==> src/design/timer_clk_pkg.sv <==
/*
  Shared constants and types for one timer channel's clock and clear
  control block. Assumes a single 40 MHz system clock and a 32-bit
  Avalon-MM register port with byte addresses.
*/
package timer_clk_pkg;

  // --------------------------------------------------------------
  // register map (byte addresses, one aligned word each)
  // --------------------------------------------------------------
  localparam logic [3:0] CONTROL_OFFSET = 4'h0; // channel_control_reg
  localparam logic [3:0] CONFIG_OFFSET  = 4'h4; // sync, buffer, run bits
  localparam logic [3:0] COUNT_OFFSET   = 4'h8; // channel_count_value, RO

  // --------------------------------------------------------------
  // control register fields and reset values
  // --------------------------------------------------------------
  localparam int         SRC_SEL_LSB     = 0;
  localparam int         EDGE_SEL_LSB    = 3;
  localparam int         CLR_SEL_LSB     = 5;
  localparam int         RESERVED_BIT    = 7;
  localparam logic [7:0] CONTROL_RESET   = 8'h00;

  // config register fields
  localparam int         CFG_SYNC_BIT    = 0;
  localparam int         CFG_BUF_C_BIT   = 1;
  localparam int         CFG_BUF_D_BIT   = 2;
  localparam int         CFG_RUN_BIT     = 3;
  localparam logic [3:0] CONFIG_RESET    = 4'h0;

  // --------------------------------------------------------------
  // prescaler taps: bit of the free counter giving phi/4, /16, /64
  // --------------------------------------------------------------
  localparam int         TAP_DIV4        = 1;
  localparam int         TAP_DIV16       = 3;
  localparam int         TAP_DIV64       = 5;
  localparam int         PRESCALE_WIDTH  = 6;

  // clock source encodings of the prescale-select field
  typedef enum logic [2:0] {
    SRC_DIV1  = 3'b000,
    SRC_DIV4  = 3'b001,
    SRC_DIV16 = 3'b010,
    SRC_DIV64 = 3'b011,
    SRC_PIN_A = 3'b100,
    SRC_PIN_B = 3'b101,
    SRC_PIN_C = 3'b110,
    SRC_PIN_D = 3'b111
  } clock_src_type;

  // clear source encodings of the clear-select field
  typedef enum logic [2:0] {
    CLR_NONE   = 3'b000,
    CLR_REG_A  = 3'b001,
    CLR_REG_B  = 3'b010,
    CLR_SYNC   = 3'b011,
    CLR_NONE_H = 3'b100,
    CLR_REG_C  = 3'b101,
    CLR_REG_D  = 3'b110,
    CLR_SYNC_H = 3'b111
  } clear_src_type;

  // control register layout
  typedef struct packed {
    logic [2:0] clear_source_sel;
    logic [1:0] edge_select;  // {edge_select_hi, edge_select_lo}
    logic [2:0] clock_source_sel;
  } control_type;

  // compare-match or capture strobes from the general registers
  typedef struct packed {
    logic general_reg_d;
    logic general_reg_c;
    logic general_reg_b;
    logic general_reg_a;
  } match_type;

endpackage

==> src/design/pin_edge_detect.sv <==
/*
  Synchroniser and edge detector for the external clock pins.
  Assumes pin levels are asynchronous; two flops settle them before
  any edge is looked for.
*/
`timescale 1ns/1ps

module pin_edge_detect #(
  parameter int WIDTH = 4
) (
  input  wire logic             clk_i,   // system clock
  input  wire logic             rst_n_i, // sync reset, active low
  input  wire logic [WIDTH-1:0] pin_i,   // raw pin levels
  output logic      [WIDTH-1:0] level_o, // synchronised level
  output logic      [WIDTH-1:0] prev_o   // level one cycle earlier
);

  logic [WIDTH-1:0] meta_reg;
  logic [WIDTH-1:0] sync_reg;
  logic [WIDTH-1:0] prev_reg;
  logic [WIDTH-1:0] meta_next;
  logic [WIDTH-1:0] sync_next;
  logic [WIDTH-1:0] prev_next;

  // --------------------------------------------------------------
  // synchroniser chain; only sync_reg reads meta_reg
  // --------------------------------------------------------------
  always_comb begin
    meta_next = pin_i;
    sync_next = meta_reg;
    prev_next = sync_reg;
  end

  always_ff @(posedge clk_i) begin
    if (!rst_n_i) begin
      meta_reg <= '0;
      sync_reg <= '0;
      prev_reg <= '0;
    end else begin
      meta_reg <= meta_next;
      sync_reg <= sync_next;
      prev_reg <= prev_next;
    end
  end

  assign level_o = sync_reg;
  assign prev_o  = prev_reg;

endmodule

==> src/design/timer_clock_and_clear_select.sv <==
/*
  Counter clock-source, edge and clear-source selection for one timer
  channel, with its counter and an Avalon-MM register slave.
  Assumes compare/capture strobes and sibling sync-clear pulses arrive
  synchronous to clk_i; external clock pins may be asynchronous.
*/
// Added by the designer: the Avalon-MM slave port and the placing of the registers.
`timescale 1ns/1ps

module timer_clock_and_clear_select #(
  parameter bit HAS_CD      = 1'b1, // channel with registers C and D
  parameter int COUNT_WIDTH = 16    // counter width
) (
  input  wire logic                   clk_i,          // 40 MHz clock
  input  wire logic                   rst_n_i,        // sync reset
  input  wire logic [3:0]             address_i,      // byte address
  input  wire logic                   read_i,         // read request
  input  wire logic                   write_i,        // write request
  input  wire logic [31:0]            writedata_i,    // write data
  input  wire logic [3:0]             byteenable_i,   // byte lanes
  output logic      [31:0]            readdata_o,     // read data
  output logic                        waitrequest_o,  // stall
  input  wire logic [3:0]             ext_clock_pin_i,// pins A..D
  input  wire timer_clk_pkg::match_type match_i,      // match strobes
  input  wire logic                   sync_clear_i,   // sibling clear
  output logic [COUNT_WIDTH-1:0]      count_value_o,  // counter
  output logic                        count_enable_o, // count pulse
  output logic                        counter_clear_o // sync clear out
);

  // --------------------------------------------------------------
  // state
  // --------------------------------------------------------------
  timer_clk_pkg::control_type control_reg;
  timer_clk_pkg::control_type control_next;
  logic [3:0]                 config_reg;
  logic [3:0]                 config_next;
  logic                       ack_reg;
  logic                       ack_next;
  logic [31:0]                rdata_reg;
  logic [31:0]                rdata_next;
  logic [timer_clk_pkg::PRESCALE_WIDTH-1:0] prescale_reg;
  logic [timer_clk_pkg::PRESCALE_WIDTH-1:0] prescale_next;
  logic [2:0]                 tap_prev_reg;
  logic [2:0]                 tap_prev_next;
  logic [COUNT_WIDTH-1:0]     count_reg;
  logic [COUNT_WIDTH-1:0]     count_next;
  logic                       enable_reg;
  logic                       enable_next;
  logic                       clear_out_reg;
  logic                       clear_out_next;

  logic [3:0]                 pin_level;
  logic [3:0]                 pin_prev;
  logic [2:0]                 tap_now;
  logic                       tick;
  logic                       clear_hit;
  logic                       run;
  logic                       sync_on;
  logic [7:0]                 control_rd;

  // --------------------------------------------------------------
  // helpers
  // --------------------------------------------------------------
  // true when the chosen edge of a level shows between two samples
  function automatic logic edge_hit(input logic now,
                                    input logic prev,
                                    input logic [1:0] edge_sel);
    logic rise;
    logic fall;
    rise = now & ~prev;
    fall = ~now & prev;
    if (edge_sel[1]) begin
      edge_hit = rise | fall;
    end else if (edge_sel[0]) begin
      edge_hit = fall;
    end else begin
      edge_hit = rise;
    end
  endfunction

  // keeps only the bits that exist on this kind of channel
  function automatic logic [7:0] mask_control(input logic [7:0] v);
    logic [7:0] m;
    m = v;
    if (!HAS_CD) begin
      m[timer_clk_pkg::RESERVED_BIT] = 1'b0;
    end
    mask_control = m;
  endfunction

  // --------------------------------------------------------------
  // external pins: synchronised before any edge is looked for
  // --------------------------------------------------------------
  pin_edge_detect #(
    .WIDTH (4)
  ) u_pins (
    .clk_i   (clk_i),
    .rst_n_i (rst_n_i),
    .pin_i   (ext_clock_pin_i),
    .level_o (pin_level),
    .prev_o  (pin_prev)
  );

  assign run     = config_reg[timer_clk_pkg::CFG_RUN_BIT];
  assign sync_on = config_reg[timer_clk_pkg::CFG_SYNC_BIT];
  assign tap_now = {prescale_reg[timer_clk_pkg::TAP_DIV64],
                    prescale_reg[timer_clk_pkg::TAP_DIV16],
                    prescale_reg[timer_clk_pkg::TAP_DIV4]};
  assign control_rd = mask_control(control_reg);

  // --------------------------------------------------------------
  // clock source and edge selection
  // --------------------------------------------------------------
  // phi/1 counts every cycle; edges would be meaningless there
  always_comb begin
    tick = 1'b0;
    unique case (timer_clk_pkg::clock_src_type'(
                 control_reg.clock_source_sel))
      timer_clk_pkg::SRC_DIV1:  tick = 1'b1;
      timer_clk_pkg::SRC_DIV4:  tick = edge_hit(tap_now[0],
                         tap_prev_reg[0], control_reg.edge_select);
      timer_clk_pkg::SRC_DIV16: tick = edge_hit(tap_now[1],
                         tap_prev_reg[1], control_reg.edge_select);
      timer_clk_pkg::SRC_DIV64: tick = edge_hit(tap_now[2],
                         tap_prev_reg[2], control_reg.edge_select);
      timer_clk_pkg::SRC_PIN_A: tick = edge_hit(pin_level[0],
                         pin_prev[0], control_reg.edge_select);
      timer_clk_pkg::SRC_PIN_B: tick = edge_hit(pin_level[1],
                         pin_prev[1], control_reg.edge_select);
      timer_clk_pkg::SRC_PIN_C: tick = edge_hit(pin_level[2],
                         pin_prev[2], control_reg.edge_select);
      timer_clk_pkg::SRC_PIN_D: tick = edge_hit(pin_level[3],
                         pin_prev[3], control_reg.edge_select);
    endcase
  end

  // --------------------------------------------------------------
  // clear source selection
  // --------------------------------------------------------------
  // a buffered C or D has its match strobe masked off, so it can never clear
  always_comb begin
    clear_hit = 1'b0;
    unique case (timer_clk_pkg::clear_src_type'(
                 control_rd[timer_clk_pkg::CLR_SEL_LSB +: 3]))
      timer_clk_pkg::CLR_NONE:   clear_hit = 1'b0;
      timer_clk_pkg::CLR_REG_A:  clear_hit = match_i.general_reg_a;
      timer_clk_pkg::CLR_REG_B:  clear_hit = match_i.general_reg_b;
      timer_clk_pkg::CLR_SYNC:   clear_hit = sync_clear_i & sync_on;
      timer_clk_pkg::CLR_NONE_H: clear_hit = 1'b0;
      timer_clk_pkg::CLR_REG_C:  clear_hit = match_i.general_reg_c
                       & ~config_reg[timer_clk_pkg::CFG_BUF_C_BIT];
      timer_clk_pkg::CLR_REG_D:  clear_hit = match_i.general_reg_d
                       & ~config_reg[timer_clk_pkg::CFG_BUF_D_BIT];
      timer_clk_pkg::CLR_SYNC_H: clear_hit = sync_clear_i & sync_on;
    endcase
  end

  // --------------------------------------------------------------
  // prescaler and counter
  // --------------------------------------------------------------
  // prescaler free-runs so all channels share one phase of taps
  always_comb begin
    prescale_next  = prescale_reg + 1'b1;
    tap_prev_next  = tap_now;
    enable_next    = run & tick;
    clear_out_next = run & clear_hit & sync_on;
    count_next     = count_reg;
    if (run && clear_hit) begin
      count_next = '0;
    end else if (run && tick) begin
      count_next = count_reg + 1'b1;
    end
  end

  always_ff @(posedge clk_i) begin
    if (!rst_n_i) begin
      prescale_reg  <= '0;
      tap_prev_reg  <= '0;
      count_reg     <= '0;
      enable_reg    <= 1'b0;
      clear_out_reg <= 1'b0;
    end else begin
      prescale_reg  <= prescale_next;
      tap_prev_reg  <= tap_prev_next;
      count_reg     <= count_next;
      enable_reg    <= enable_next;
      clear_out_reg <= clear_out_next;
    end
  end

  // --------------------------------------------------------------
  // Avalon-MM slave: one wait cycle, then the access completes
  // --------------------------------------------------------------
  // control writes while running are accepted but not safe for
  // software; the counter may take a stray tick on the switch
  always_comb begin
    ack_next     = (read_i | write_i) & ~ack_reg;
    rdata_next   = rdata_reg;
    control_next = control_reg;
    config_next  = config_reg;
    if (read_i && !ack_reg) begin
      unique case (address_i)
        timer_clk_pkg::CONTROL_OFFSET: rdata_next = {24'h000000,
                                                     control_rd};
        timer_clk_pkg::CONFIG_OFFSET:  rdata_next = {28'h0000000,
                                                     config_reg};
        timer_clk_pkg::COUNT_OFFSET:   rdata_next = 32'(count_reg);
        default:                       rdata_next = 32'h00000000;
      endcase
    end
    if (write_i && ack_reg && byteenable_i[0]) begin
      if (address_i == timer_clk_pkg::CONTROL_OFFSET) begin
        control_next = mask_control(writedata_i[7:0]);
      end else if (address_i == timer_clk_pkg::CONFIG_OFFSET) begin
        config_next = writedata_i[3:0];
      end
    end
  end

  always_ff @(posedge clk_i) begin
    if (!rst_n_i) begin
      ack_reg     <= 1'b0;
      rdata_reg   <= 32'h00000000;
      control_reg <= timer_clk_pkg::CONTROL_RESET;
      config_reg  <= timer_clk_pkg::CONFIG_RESET;
    end else begin
      ack_reg     <= ack_next;
      rdata_reg   <= rdata_next;
      control_reg <= control_next;
      config_reg  <= config_next;
    end
  end

  // --------------------------------------------------------------
  // outputs
  // --------------------------------------------------------------
  assign waitrequest_o   = (read_i | write_i) & ~ack_reg;
  assign readdata_o      = rdata_reg;
  assign count_value_o   = count_reg;
  assign count_enable_o  = enable_reg;
  assign counter_clear_o = clear_out_reg;

endmodule

==> config.mk <==
export PLATFORM = sky130hd
export DESIGN_NAME = timer_clock_and_clear_select
export DESIGN_NICKNAME = d
export VERILOG_FILES = /design/src/design/timer_clk_pkg.sv /design/src/design/pin_edge_detect.sv /design/src/design/timer_clock_and_clear_select.sv
export SDC_FILE = /design/constraint.sdc
export NUM_CORES = 1
export LEC_CHECK = 0
export BUFFER_PORTS_ARGS = -buffer_cell sky130_fd_sc_hd__clkbuf_2
export CAP_MARGIN = 0
export CORE_ASPECT_RATIO = 1.1
export CORE_UTILIZATION = 35
export CTS_CLUSTER_SIZE = 10
export DETAILED_ROUTE_END_ITERATION = 16
export PLACE_DENSITY = 0.61
export SYNTH_ARGS = -nofsm -noshare
export SYNTH_HDL_FRONTEND = slang
export SYNTH_SLANG_ARGS = --single-unit
==> constraint.sdc <==
create_clock -name clk_i -period 2.5 [get_ports clk_i]
set_input_delay 0.25 -clock clk_i [delete_from_list [all_inputs] [get_ports clk_i]]
set_output_delay 0.25 -clock clk_i [all_outputs]
set_load 0.03 [all_outputs]
Word level (Yosys, flattened, before mapping)
Index checks and enable logic that the tools add are counted.
{ "totals": {"regBits": 84, "word_cells": 111} }
{ "classes": {"addsub": 2, "eq_ne": 16, "mux": 17, "n_bitwise": 48, "n_reduce_logical": 14} }
{ "ops": {"columns": ["operator", "n"], "rows": [
  ["$pmux W16 S3", 1],
  ["$eq A3 B3 Y1 const B", 8],
  ["$and A1 B1 Y1", 21],
  ["$not A1 Y1", 19],
  ["$add A16 B1 Y16 const B", 1],
  ["$mux W1", 14],
  ["$eq A3 B2 Y1 const B", 4],
  ["$or A1 B1 Y1", 8],
  ["$pmux W1 S8", 1],
  ["$add A6 B1 Y6 const B", 1],
  ["$eq A3 B1 Y1 const B", 2],
  ["$logic_not A3 Y1", 2],
  ["$pmux W1 S6", 1],
  ["$reduce_or A2 Y1", 3],
  ["$logic_and A1 B1 Y1", 5],
  ["$eq A4 B3 Y1 const B", 1],
  ["$eq A4 B4 Y1 const B", 1],
  ["$logic_not A4 Y1", 1],
  ["$reduce_and A3 Y1", 1],
  ["$reduce_and A2 Y1", 1],
  ["$logic_not A1 Y1", 1]
]} }

Depth between registers and ports, before layout
Gate-level depths: netlist of the first run.
{ "logic_depth": {"ltp_word": 6, "mapped_depth": 10, "depth_no_buf": 8} }

Hierarchy
From an unflattened synthesis of the first run, not the netlist that was laid out.
{ "unflattened": {"cells_unflattened": 371, "area_unflattened_um2": 3296.9} }
{ "by_module_without_submodules": {"columns": ["mod", "instances", "cells_per_inst", "area_each_um2", "seq_area_each_um2"], "rows": [
  ["timer_clock_and_clear_select", 1, 346, 2960.3, 1121.1],
  ["pin_edge_detect", 1, 25, 336.6, 240.2]
]} }

Worst setup path before layout of the first run
No wires, ideal clock.
{ "synth_path": {"path_type": "reg-to-reg", "start": "reg u_pins.sync_reg[2] (netlist: u_pins.level_o[2])", "end": "reg count_reg[14] (netlist: count_value_o[14])", "setup_ps": 70, "arrival_ps": 1989, "setup_slack_ps": 440, "stages_incl_launch_ff": 9, "path_buffers": 1, "cell_sequence": "dfxtp_1 inv_1 ha_1 a2111oi_0 a31o_2 a211oi_2 buf_6 or4_1 a21oi_1"} }
{ "synth_via": {"elab_chain_len": 6, "word_cells_on_any_way": 8, "classes_between": "mux (3); bitwise (4); reduce/logical (1)"} }
{ "synth_rtl": {"columns": ["item", "line_no", "source"], "rows": [
  ["start: declaration", "pin_edge_detect.sv:19", "logic [WIDTH-1:0] sync_reg;"],
  ["start signal: assignment", "pin_edge_detect.sv:41", "sync_reg <= sync_next;"],
  ["$not A1 Y1", "timer_clock_and_clear_select.sv:72", "fall = ~now & prev;"],
  ["$and A1 B1 Y1", "timer_clock_and_clear_select.sv:72", null],
  ["$mux W1 or $or A1 B1 Y1 (tied branches)", "timer_clock_and_clear_select.sv:75, timer_clock_and_clear_select.sv:74", null],
  ["$mux W1 (*)", "timer_clock_and_clear_select.sv:73", "if (edge_sel[1]) begin"],
  ["$pmux W1 S8 (*)", "timer_clock_and_clear_select.sv:118", "unique case (timer_clk_pkg::clock_src_type'("],
  ["$logic_and A1 B1 Y1 (*)", "timer_clock_and_clear_select.sv:171", "end else if (run && tick) begin"],
  ["end signal: assignment", "timer_clock_and_clear_select.sv:186", "count_reg <= count_next;"],
  ["end: declaration", "timer_clock_and_clear_select.sv:46", "logic [COUNT_WIDTH-1:0] count_reg;"]
]} }
Mark *: on every way between the ends. The rest lies on a longest branch, timed or not.
A chain may end at the register's enable or synchronous reset.

Worst setup path after layout of the first run
{ "layout_path": {"start": "reg control_reg, in the netlist control_rd[3]", "end": "reg count_reg[11] (netlist: count_value_o[11])"} }
{ "layout_via": {"elab_chain_len": 4, "word_cells_on_any_way": 16, "classes_between": "mux (15); reduce/logical (1)"} }
{ "layout_rtl": {"columns": ["item", "line_no", "source"], "rows": [
  ["start: declaration", "timer_clock_and_clear_select.sv:34", "timer_clk_pkg::control_type control_reg;"],
  ["start signal: assignment", "timer_clock_and_clear_select.sv:225", "control_reg <= timer_clk_pkg::CONTROL_RESET;"],
  ["start signal: assignment", "timer_clock_and_clear_select.sv:230", "control_reg <= control_next;"],
  ["$mux W1", "timer_clock_and_clear_select.sv:75", "end else if (edge_sel[0]) begin"],
  ["$mux W1", "timer_clock_and_clear_select.sv:73", null],
  ["$pmux W1 S8 (*)", "timer_clock_and_clear_select.sv:118", null],
  ["$logic_and A1 B1 Y1 (*)", "timer_clock_and_clear_select.sv:171", null]
]} }
Marked as above.

==> results of run 1 <==
routing by layer:
layer / global-route usage (%) / part of all wire [%] / vias up
met5: 0 / 0 / -
met4: 5.757 / 1.4 / 0
met3: 4.040 / 5.4 / 10
met2: 25.89 / 48 / 65
met1: 18.51 / 45 / 1318
li1: - / - / 1400
cell families (layout without fill, tap and decap cells):
family                     count (synthesis)  in the layout  synth area share (%)
xor gates and xnor gates                   4              4                 1.029
buffers and inverters                     54             96                 8.523
muxes                                     25             25                 7.605
other                                      1             16                0.1101
AOI/OAI and AO/OA                         68             68                 13.15
and+or+nand+nor                          144            144                 23.73
adders and majority gates                 16             16                 5.878
DFF                                       68             68                 39.97
cell type report:
class	instances	area, sq um
Sequential cell	68	1361
Clock inverter	2	10.01
Timing Repair Buffer	65	350.3
Fill cell	991	5500
Inverter	16	60.06
Tap cell	117	146.4
Multi-Input combinational cell	273	1810
Clock buffer	13	158.9
cells in the final DEF, fill, tap and decap left out, drive strengths merged, types with 15 or more instances in the layout:
cell type,n
a21oi,15
nand3,16
nand2,31
dfxtp,68
and2,32
clkbuf,73
inv,16
nor2b,16
ha,16
o21ai,16
conb,16
mux2i,18
report_power, final:
group	switching [uW]	leakage (uW)	internal, uW	total, uW
clock	397	0.0000893	406	803
combinational	92.3	0.000905	47.8	140
sequential	10.0	0.000551	1100	1110
synthesized netlist by cell type (all sizes together) (3+ instances only):
master | number | area (sq um)
xnor2 | 3 | 26.28
a21boi | 8 | 60.06
o31ai | 5 | 37.54
o211ai | 5 | 37.54
nand4 | 5 | 31.28
nand2b | 4 | 25.02
dfxtp | 68 | 1361
a22oi | 8 | 60.06
a31oi | 3 | 18.77
and2 | 32 | 200.2
nand3b | 3 | 22.52
inv | 16 | 60.06
o21ai | 16 | 80.07
and3 | 10 | 62.56
mux2 | 7 | 78.83
mux2i | 18 | 180.2
ha | 16 | 200.2
nand2 | 31 | 116.4
nand3 | 16 | 80.08
nor2b | 16 | 100.1
a21oi | 15 | 75.07
clkbuf | 15 | 57.55
or3 | 6 | 37.54
buf | 23 | 172.7
nor2 | 5 | 18.77
or4 | 9 | 67.56
worst max-delay path, cell delays in order (launching register included):
cell and delay (ns):
dfxtp_1 0.65, mux2i_1 0.14, a2111oi_0 0.35, a31o_2 0.18
a211oi_2 0.05, buf_12 0.17, or4_1 0.51, a21oi_1 0.15
path summary, 6_finish.rpt:
path	startpoint	endpoint	slack [ns]	cells past startpoint
setup / recovery	control_rd[3]	count_value_o[11]	0.23	7
hold / removal	ext_clock_pin_i[0]	u_pins.meta_reg[0]	0.11	2
setup reg to reg	control_rd[3]	count_value_o[11]	0.23	7
hold reg to reg	u_pins.meta_reg[3]	u_pins.level_o[3]	0.44	1
stage by stage:
| step | hold slack [ns] | setup WS [ns] | util, % |
|---|---|---|---|
| 3_3_place_gp | 0.4141 | 0.2521 | 39.68 |
| 4_1_cts | 0.09595 | 0.2368 | 41.47 |
| 5_1_grt | 0.1103 | 0.03749 | 41.47 |
| 2_1_floorplan | 0.3773 | 0.4403 | - |
| 6_report | 0.1069 | 0.2268 | 41.47 |
| 3_5_place_dp | 0.4196 | 0.2581 | 39.68 |
==> key figures, run 1 <==
Outcome
  – Run status: finished, final reports clean

Floorplan
  – I/O pin total: 104
  – Initial Utilization: 36.24%
  – Core box area: 9398 sq um
  – Std cell rows: 37
  – Die height: 105.5 microns
  – Die ar.: 10,130 sq um
  – Die Wd: 96.06 microns

Timing
  – Max_slew headroom: 59.42%
  – Final Max Slew Viols: 0
  – Min cycle time layout: 2.273 ns
  – Hold Vio Cnt, Final: 0
  – Worst clock skew: 0.007917 ns
  – Fmax: 0.4399 GHz
  – Final Cycle Share: 90.93%
  – Worst Tran Pin Value: 0.6040 ns
  – TNS Setup: 0 ns
  – Final setup viols: 0
  – RSZ-0062 raised after global routing: no

Global route
  – Pin count of the biggest net entering global routing: 54
  – Vias in the first global route: 2,489
  – First-pass GRT wire length: 11,860 microns
  – Initial antenna violation count: 0
  – GRT Util Overall: 15.42%
  – Grt ovf: 0

Detailed routing
  – Vias: 2,793
  – DRT antenna net count: 0
  – Drt initial violations: 110
  – Via density: 5.042
  – DRC viols: 0
  – TritonRoute pass-1 iters: 4
  – WL final: 7471 microns
  – Wirelength per Cell: 13.49 microns

Yosys
  – Mapped Avg Cell Area: 8.963 sq um
  – Ys async rst share: 0%
  – Sequential area share after synthesis: 39.97%
  – Mapped Area: 3406 sq um
  – Synth cell types: 44
  – Ys Warns: 0
  – Synth Instances: 380
  – Seq cells post-synth: 68
  – Main flop type after synthesis: dfxtp_1
  – Number of flops mapped to enable cells by yosys: 0

Run
  – Max-Cap Viols: 0

Layout
  – Final Cell Area: 3897 sq um
  – Area Growth Syn to Fin: 14.44%
  – Ant diodes: 0
  – Layout cells sized above 1: 20.37%
  – # nets final: 502
  – Post-Layout Cell Count: 554

Clocking
  – Sink Count: 68
  – H-tree Lvls: 3
  – CTS resizes: 0
  – TritonCTS clock tree: built
  – Hold Buf Count CTS: 0
  – TritonCTS Buffers: 9
  – Clk pin slew, worst setup/hold paths: 0.07 ns
  – Root buffer cell: clkbuf_8
  – CTS Buffer Depth: 2
  – Clock latency on the worst-skew pair: 0.34 ns
  – Post-CTS setup buffers: 0

Critical path
  – Startpoint types: flop
  – CP Data Required Time: 2.77 ns
  – Crit path capture type: flop
  – Critical-path maximum fanout: 32
  – Arr. time, crit path: 2.54 ns
  – CP Class: reg -> reg

Placement
  – IO Port Bufs: 60
  – Placed cell areas: 3729 sq um
  – Dpl hpwl: 5422 microns
  – Global placer's final weighted congestion: 0.7803
  – Placed Cells: 539

Pwr
  – Maximum vdd drop: 0.2701 mV
  – P_leak: 0.001545 uW
  – Tot Pwr: 2051 uW
  – Pwr dens: 526.3 nW/um^2

Hold path
  – Hold/Removal Path Class: in -> reg
No activity file was read; power rests on OpenSTA's default activity.
==> run 2, diff against run 1 <==
--- a/config.mk
+++ b/config.mk
@@ -5,13 +5,13 @@
 export SDC_FILE = /design/constraint.sdc
 export NUM_CORES = 1
 export LEC_CHECK = 0
-export BUFFER_PORTS_ARGS = -buffer_cell sky130_fd_sc_hd__clkbuf_2
 export CAP_MARGIN = 0
 export CORE_ASPECT_RATIO = 1.1
 export CORE_UTILIZATION = 35
 export CTS_CLUSTER_SIZE = 10
 export DETAILED_ROUTE_END_ITERATION = 16
-export PLACE_DENSITY = 0.61
+export DONT_BUFFER_PORTS = 1
+export PLACE_DENSITY = 0.52
 export SYNTH_ARGS = -nofsm -noshare
 export SYNTH_HDL_FRONTEND = slang
 export SYNTH_SLANG_ARGS = --single-unit
==> key figures, run 2 (synthesis gave the netlist of run 1 again) <==
Placement
  – Global placer's final weighted congestion: 0.8207 (+5.2%)
  – IO Port Bufs: 0 (-100%)
  – Placed cell areas: 3466 sq um (-7.0%)
  – Dpl hpwl: 5571 microns (+2.7%)

Pwr
  – Comb power frac: 4.9% (-1.9 points)
  – Pwr dens: 580.5 nW/um^2 (+10%)
  – Sw Ratio: 24.17% (-0.17 points)
  – Int Pwr: 1614 uW (+4.0%)
  – Maximum vdd drop: 0.3234 mV (+20%)
  – Clock power frac: 43.1% (+3.9 points)
  – Sw power: 514.6 uW (+3.1%)
  – Part of the power in registers: 52.0% (-2.0 points)
  – Tot Pwr: 2129 uW (+3.8%)
  – P_leak: 0.001316 uW (-15%)

Global route
  – Vias in the first global route: 2,413 (-3.1%)
  – First-pass GRT wire length: 12,090 microns (+1.9%)
  – Grt ovf: 0 (unchanged)
  – Pin count of the biggest net entering global routing: 55 (+1.9%)
  – Initial antenna violation count: 0 (unchanged)
  – GRT Util Overall: 15.88% (+0.46 points)

Detailed routing
  – Drt initial violations: 74 (-33%)
  – Routed met2 length: 3577 microns (-0.67%)
  – TritonRoute pass-1 iters: 4 (unchanged)
  – Highest routed layer: met4
  – Via density: 5.138 (+1.9%)
  – Wirelength per Cell: 15.26 microns (+13%)
  – DRC viols: 0 (unchanged)
  – Met3 wire len: 696 microns (+72%)
  – M1 WL: 3230 microns (-3.7%)
  – Vias: 2,569 (-8.0%)
  – WL final: 7631 microns (+2.1%)
  – DRT antenna net count: 0 (unchanged)

Floorplan
  – Std cell rows: 37 (unchanged)
  – Initial Utilization: 36.24% (unchanged)
  – Die ar.: 10,130 sq um (unchanged)
  – Die Wd: 96.06 microns (unchanged)
  – Core box area: 9398 sq um (unchanged)
  – I/O pin total: 104 (unchanged)
  – Die height: 105.5 microns (unchanged)

Timing
  – Min cycle time layout: 2.288 ns (+0.01446 ns)
  – TNS Setup: 0 ns (unchanged)
  – Final Cycle Share: 91.51% (+0.58 points)
  – RSZ-0062 raised after global routing: no
  – Final setup viols: 0 (unchanged)
  – Worst Tran Pin Value: 0.6681 ns (+0.06412 ns)
  – Hold Vio Cnt, Final: 0 (unchanged)
  – Worst Hold Slack: 0.02499 ns (-0.08188 ns)
  – Max_slew headroom: 55.37% (-4.1 points)
  – Worst clock skew: 0.006583 ns (-0.001334 ns)
  – Final Max Slew Viols: 0 (unchanged)
  – Fmax: 0.4371 GHz (-0.63%)

Critical path
  – Startpoint types: flop
  – Max stage delay on crit path: 0.62 ns (-0.03 ns)
  – CP bufs+invs: 1 (unchanged)
  – Critical-path maximum fanout: 32 (unchanged)
  – Arr. time, crit path: 2.57 ns (+0.03 ns)
  – Crit path capture type: flop
  – Worst path slowest cell: dfxtp_1
  – CP Data Required Time: 2.78 ns (about the same)
  – CP top delay family: compound AO/OA/AOI/OAI gates
  – Cell Chain, Critical Path: mux2i_1, a2111oi_0, a31o_2, a211oi_2, buf_12, or4_1, a21oi_1
  – CP Class: reg -> reg

Clocking
  – Hold Buf Count CTS: 0 (unchanged)
  – H-tree Lvls: 3 (unchanged)
  – TritonCTS clock tree: built
  – Clock latency on the worst-skew pair: 0.35 ns (about the same)
  – Post-CTS setup buffers: 0 (unchanged)
  – Sink Count: 68 (unchanged)
  – Root buffer cell: clkbuf_8
  – CTS Buffer Depth: 2 (unchanged)
  – Clk pin slew, worst setup/hold paths: 0.07 ns (about the same)
  – CTS resizes: 0 (unchanged)
  – TritonCTS Buffers: 9 (unchanged)

Layout
  – Filler cell count: 946 (-4.5%)
  – Most frequent cells in the layout: dfxtp_1 (68), and2_1 (32), nand2_1 (31), mux2i_1 (18)
  – Final Cell Area: 3667 sq um (-5.9%)
  – Area of the multi-input gates: 1810 sq um (unchanged)
  – Commonest non-fill, non-tap cell in the layout: dfxtp_1
  – Area Growth Syn to Fin: 7.678%
  – Register area: 1361 sq um (unchanged)
  – # nets final: 447 (-11%)
  – Ant diodes: 0 (unchanged)
  – Layout cells sized above 1: 9.661% (-11 points)

Outcome
  – Run status: finished, final reports clean

Run
  – Max-Cap Viols: 0 (unchanged)

Hold path
  – Hold/Removal Path Class: in -> reg
-- run 2: changes by cell type in the layout (fill, tap and decap cells not counted) --
cell	delta
clkbuf_1	-2
buf_4	+5
clkbuf_2	-60
clkinv_4	+1
bufinv_16	+1
clkinvlp_4	+2
clkbuf_8	-1
-- run 2: layer usage --
| layer | GRT usage [%] | vias up |
|---|---|---|
| li1 | - | 1285 |
| met1 | 18.81 | 1210 |
| met2 | 25.03 | 63 |
| met3 | 6.421 | 11 |
| met4 | 6.610 | 0 |
| met5 | 0 | - |
-- run 2: power groups by stage --
stage / Clock (uW) / Sequential, uW / Combinational (uW)
5_1_grt: 1000 / 1110 / 116
4_1_cts: 956 / 1110 / 105
2_1_floorplan: 0 / 1130 / 120
6_report: 918 / 1110 / 104
3_3_place_gp: 0 / 1130 / 103
3_5_place_dp: 0 / 1130 / 104
-- run 2: per-stage QoR --
| step | util (%) | setup WS (ns) | cells |
|---|---|---|---|
| after global placement | 36.88 | 0.2435 | 484 |
| after floorplan | - | 0.4403 | 395 |
| final | 39.02 | 0.2123 | 500 |
| after global routing | 39.02 | 0.03019 | 500 |
| after CTS | 39.02 | 0.2270 | 500 |
| after detailed placement | 36.88 | 0.2347 | 484 |
-- run 2: cell type report --
type | count | area share (%)
inverters | 16 | 1.638
multi-input cells | 273 | 49.37
clock inverters | 6 | 1.740
well taps | 117 | 3.992
flip-flops and latches | 68 | 37.12
clock buffers | 10 | 3.753
repair buffers | 10 | 2.388
-- run 2: final timing paths --
path | depth (start not counted) | to | from | slack, ns
worst max-delay path | 7 | count_value_o[12] | control_rd[3] | 0.21
worst min register to register | 1 | u_pins.level_o[2] | u_pins.meta_reg[2] | 0.44
worst max register to register | 7 | count_value_o[12] | control_rd[3] | 0.21
worst min-delay path | 1 | u_pins.meta_reg[2] | ext_clock_pin_i[2] | 0.02
-- run 2: worst reg2reg max path: cells and delay by family, from the launching register on --
family          cells  cell delay (ns)
mux                 1             0.14
simple gates        1             0.51
buf+inv             1             0.18
compound gates      4             0.78
flops               1             0.62
==> run 3, diff against run 2 <==
--- a/config.mk
+++ b/config.mk
@@ -5,6 +5,7 @@
 export SDC_FILE = /design/constraint.sdc
 export NUM_CORES = 1
 export LEC_CHECK = 0
+export ABC_AREA = 1
 export CAP_MARGIN = 0
 export CORE_ASPECT_RATIO = 1.1
 export CORE_UTILIZATION = 35
@@ -14,4 +15,5 @@
 export PLACE_DENSITY = 0.52
 export SYNTH_ARGS = -nofsm -noshare
 export SYNTH_HDL_FRONTEND = slang
+export SYNTH_HIERARCHICAL = 1
 export SYNTH_SLANG_ARGS = --single-unit
==> key figures, run 3 <==
Pwr
  – Pwr dens: 642.5 nW/um^2 (+11%)
  – Maximum vdd drop: 0.2642 mV (-18%)
  – P_leak: 0.001542 uW (+17%)

Yosys
  – Simple-gate area share of the yosys netlist: 28.22% (+4.5 points)
  – Mux contribution to synthesized area: 0% (-7.6 points)
  – Seq cells post-synth: 68 (unchanged)
  – Xor/xnor share of the synthesized area: 1.030% (+0.0015 points)
  – Synth cell types: 29 (-34%)
  – Number of flops mapped to enable cells by yosys: 0 (unchanged)
  – Post-Synth Adder-Cell Area: 5.887% (+0.0087 points)
  – Mapped Avg Cell Area: 6.983 sq um (-22%)
  – Largest family of logic cells by synthesized area: simple AND/OR/NAND/NOR gates
  – Synth top cells by count: nand2_1 (131), dfxtp_1 (68), inv_1 (57)
  – Ys async rst share: 0% (unchanged)
  – Share of the synthesized area in the top cell type: 40.03% (+0.059 points)
  – Ys Warns: 6 (+6)
  – Cells taking the most area after synthesis: dfxtp_1 (40%), nand2_1 (14%), a21oi_1 (6.6%)
  – Sequential area share after synthesis: 40.03% (+0.059 points)
  – Mapped Area: 3401 sq um (-0.15%)
  – Main flop type after synthesis: dfxtp_1
  – Synth Instances: 487 (+28%)
  – Synth area leader: dfxtp_1
  – Post-synthesis compound-gate area fraction: 11.52% (-1.6 points)
  – Count leader, synth: nand2_1

Global route
  – Initial antenna violation count: 0 (unchanged)
  – Vias in the first global route: 2,780 (+15%)
  – GRT Util Overall: 17.58% (+1.7 points)
  – First-pass GRT wire length: 13,380 microns (+11%)
  – Pin count of the biggest net entering global routing: 29 (-47%)
  – Grt ovf: 0 (unchanged)

Layout
  – Most frequent cells in the layout: nand2_1 (131), dfxtp_1 (68), inv_1 (57), a21oi_1 (45), nor2_1 (43)
  – # nets final: 562 (+26%)
  – Layout cells sized above 1: 6.627% (-3.0 points)
  – Commonest non-fill, non-tap cell in the layout: nand2_1
  – Ant diodes: 0 (unchanged)
  – Filler cell count: 1,027 (+8.6%)
  – Layout Utilization: 39.76% (+0.73 points)
  – Post-Layout Cell Count: 615 (+23%)
  – Area Growth Syn to Fin: 9.860%

Critical path
  – Worst path slowest cell: dfxtp_1
  – Max stage delay on crit path: 0.38 ns (-0.24 ns)
  – Startpoint types: flop
  – CP most frequent cell: nand2_1
  – CP top delay family: simple AND/OR/NAND/NOR gates
  – CP Class: reg -> reg
  – Critical-path maximum fanout: 28 (-13%)
  – Register-to-register setup slack: 0.61 ns (+0.39 ns)
  – CP bufs+invs: 2 (+1)
  – Cell Chain, Critical Path: inv_1, ha_1, nand2_1, clkinv_1, nor2_1, nand2_1, nand2_1, nor2_2, nand2_4, nand2_2, nand2_1, a21oi_1
  – Arr. time, crit path: 2.13 ns (-0.44 ns)
  – Crit path capture type: flop
  – CP Data Required Time: 2.74 ns (-0.04 ns)

Placement
  – IO Port Bufs: 0 (unchanged)
  – DP Worst Slack: 0.6132 ns (+0.3785 ns)
  – Dpl hpwl: 5827 microns (+4.6%)
  – Global placer's final weighted congestion: 0.8166 (-0.50%)
  – Placed Cells: 594 (+23%)

Timing
  – Min setup slack post-route: 0.6062 ns (+0.3939 ns)
  – Worst Hold Slack: 0.03434 ns (+0.009354 ns)
  – Fmax: 0.5281 GHz (+21%)
  – Min cycle time layout: 1.894 ns (-0.3939 ns)
  – Hold Vio Cnt, Final: 0 (unchanged)
  – Final Cycle Share: 75.75% (-16 points)
  – Worst clock skew: 0.009037 ns (+0.002454 ns)
  – Max_slew headroom: 59.04% (+3.7 points)
  – TNS Setup: 0 ns (unchanged)
  – Final setup viols: 0 (unchanged)
  – Final Max Slew Viols: 0 (unchanged)
  – Worst Tran Pin Value: 0.6124 ns (-0.05571 ns)
  – RSZ-0062 raised after global routing: no

Floorplan
  – Std cell rows: 37 (unchanged)
  – I/O pin total: 104 (unchanged)
  – Die ar.: 10,110 sq um (-0.15%)
  – Core box area: 9398 sq um (unchanged)
  – Initial Utilization: 36.19% (-0.053 points)
  – Die Wd: 95.99 microns (about the same)
  – Die height: 105.4 microns (about the same)

Outcome
  – Run status: finished, final reports clean

Detailed routing
  – Highest routed layer: met4
  – TritonRoute pass-1 iters: 4 (unchanged)
  – Vias: 2,939 (+14%)
  – WL final: 8038 microns (+5.3%)
  – DRT antenna net count: 0 (unchanged)
  – Via density: 4.779 (-7.0%)
  – Wirelength per Cell: 13.07 microns (-14%)
  – Drt initial violations: 88 (+19%)
  – DRC viols: 0 (unchanged)
  – M1 WL: 3436 microns (+6.4%)
  – Routed met2 length: 4022 microns (+12%)
  – Met3 wire len: 412 microns (-41%)

Clocking
  – Clk pin slew, worst setup/hold paths: 0.07 ns (about the same)
  – Root buffer cell: clkbuf_8
  – Clock latency on the worst-skew pair: 0.35 ns (about the same)
  – TritonCTS clock tree: built
  – H-tree Lvls: 3 (unchanged)
  – Sink Count: 68 (unchanged)
  – TritonCTS Buffers: 9 (unchanged)
  – CTS resizes: 0 (unchanged)
  – CTS Buffer Depth: 2 (unchanged)

Hold path
  – Hold/Removal Path Class: in -> reg

Run
  – Max-Cap Viols: 0 (unchanged)
==> run 3: cell types whose count changed in the layout (fill, tap and decap cells not counted), sizes merged, moves of 9 or more <==
cell / change
nand2: +103
a21oi: +30
or4: -9
nor2: +41
inv: +43
o21ai: +10
and3: -10
and2: -32
nor2b: -16
nand3: +22
mux2i: -18
==> run 3: cell families (layout without fill, tap and decap cells) <==
kind of cell | after synthesis | in the layout
AND/OR/NAND/NOR | 228 | 228
buffers and inverters | 94 | 90
AO/OA/AOI/OAI | 76 | 76
flip-flops | 68 | 68
adder cells (fa/ha/maj) | 16 | 16
XOR/XNOR | 4 | 4
other | 1 | 16
==> run 3: path summary, 6_finish.rpt <==
check / cells after the start / end / start
worst max-delay path: 12 / count_value_o[2] / prescale_reg[3]
worst min-delay path: 2 / control_rd[3] / rst_n_i
worst min register to register: 2 / u_pins/level_o[2] / u_pins/meta_reg[2]
worst max register to register: 12 / count_value_o[2] / prescale_reg[3]
==> run 3: final cells by class <==
type	count	area, sq um	area share, %
repair buffers	10	87.58	2.344
clock inverters	4	95.09	2.545
clock buffers	12	155.1	4.153
multi-input cells	340	1647	44.07
inverters	64	244.0	6.530
well taps	117	146.4	3.918
flip-flops and latches	68	1361	36.44
==> run 3: power by group <==
group / internal, uW / total (uW) / leakage (uW) / switching [uW]
clock network: 716 / 1130 / 0.000127 / 415
logic: 34.6 / 128 / 0.000863 / 93.4
registers: 1110 / 1140 / 0.000552 / 34.0
total: 1860 / 2400 / 0.00154 / 543
==> run 3: repair_timing <==
item	in CTS	in global routing
hold endpoints to repair	16	0
hold buffers	5	0
buffers inserted	0	0
endpoints found under the setup margin	0	0
==> run 3: layer usage <==
metal  global-route usage, %  up-vias
met2                   29.08       59
li1                        -     1521
met5                       0        -
met4                   8.849        0
met3                   4.834       13
met1                   20.42     1346
==> run 3: stage by stage <==
stage,total power [uW],cell area [sq um]
CTS,2432,3736
global placement,1283,3436
global route,2502,3736
floorplan,1290,3457
detailed placement,1285,3436
finish,2400,3736
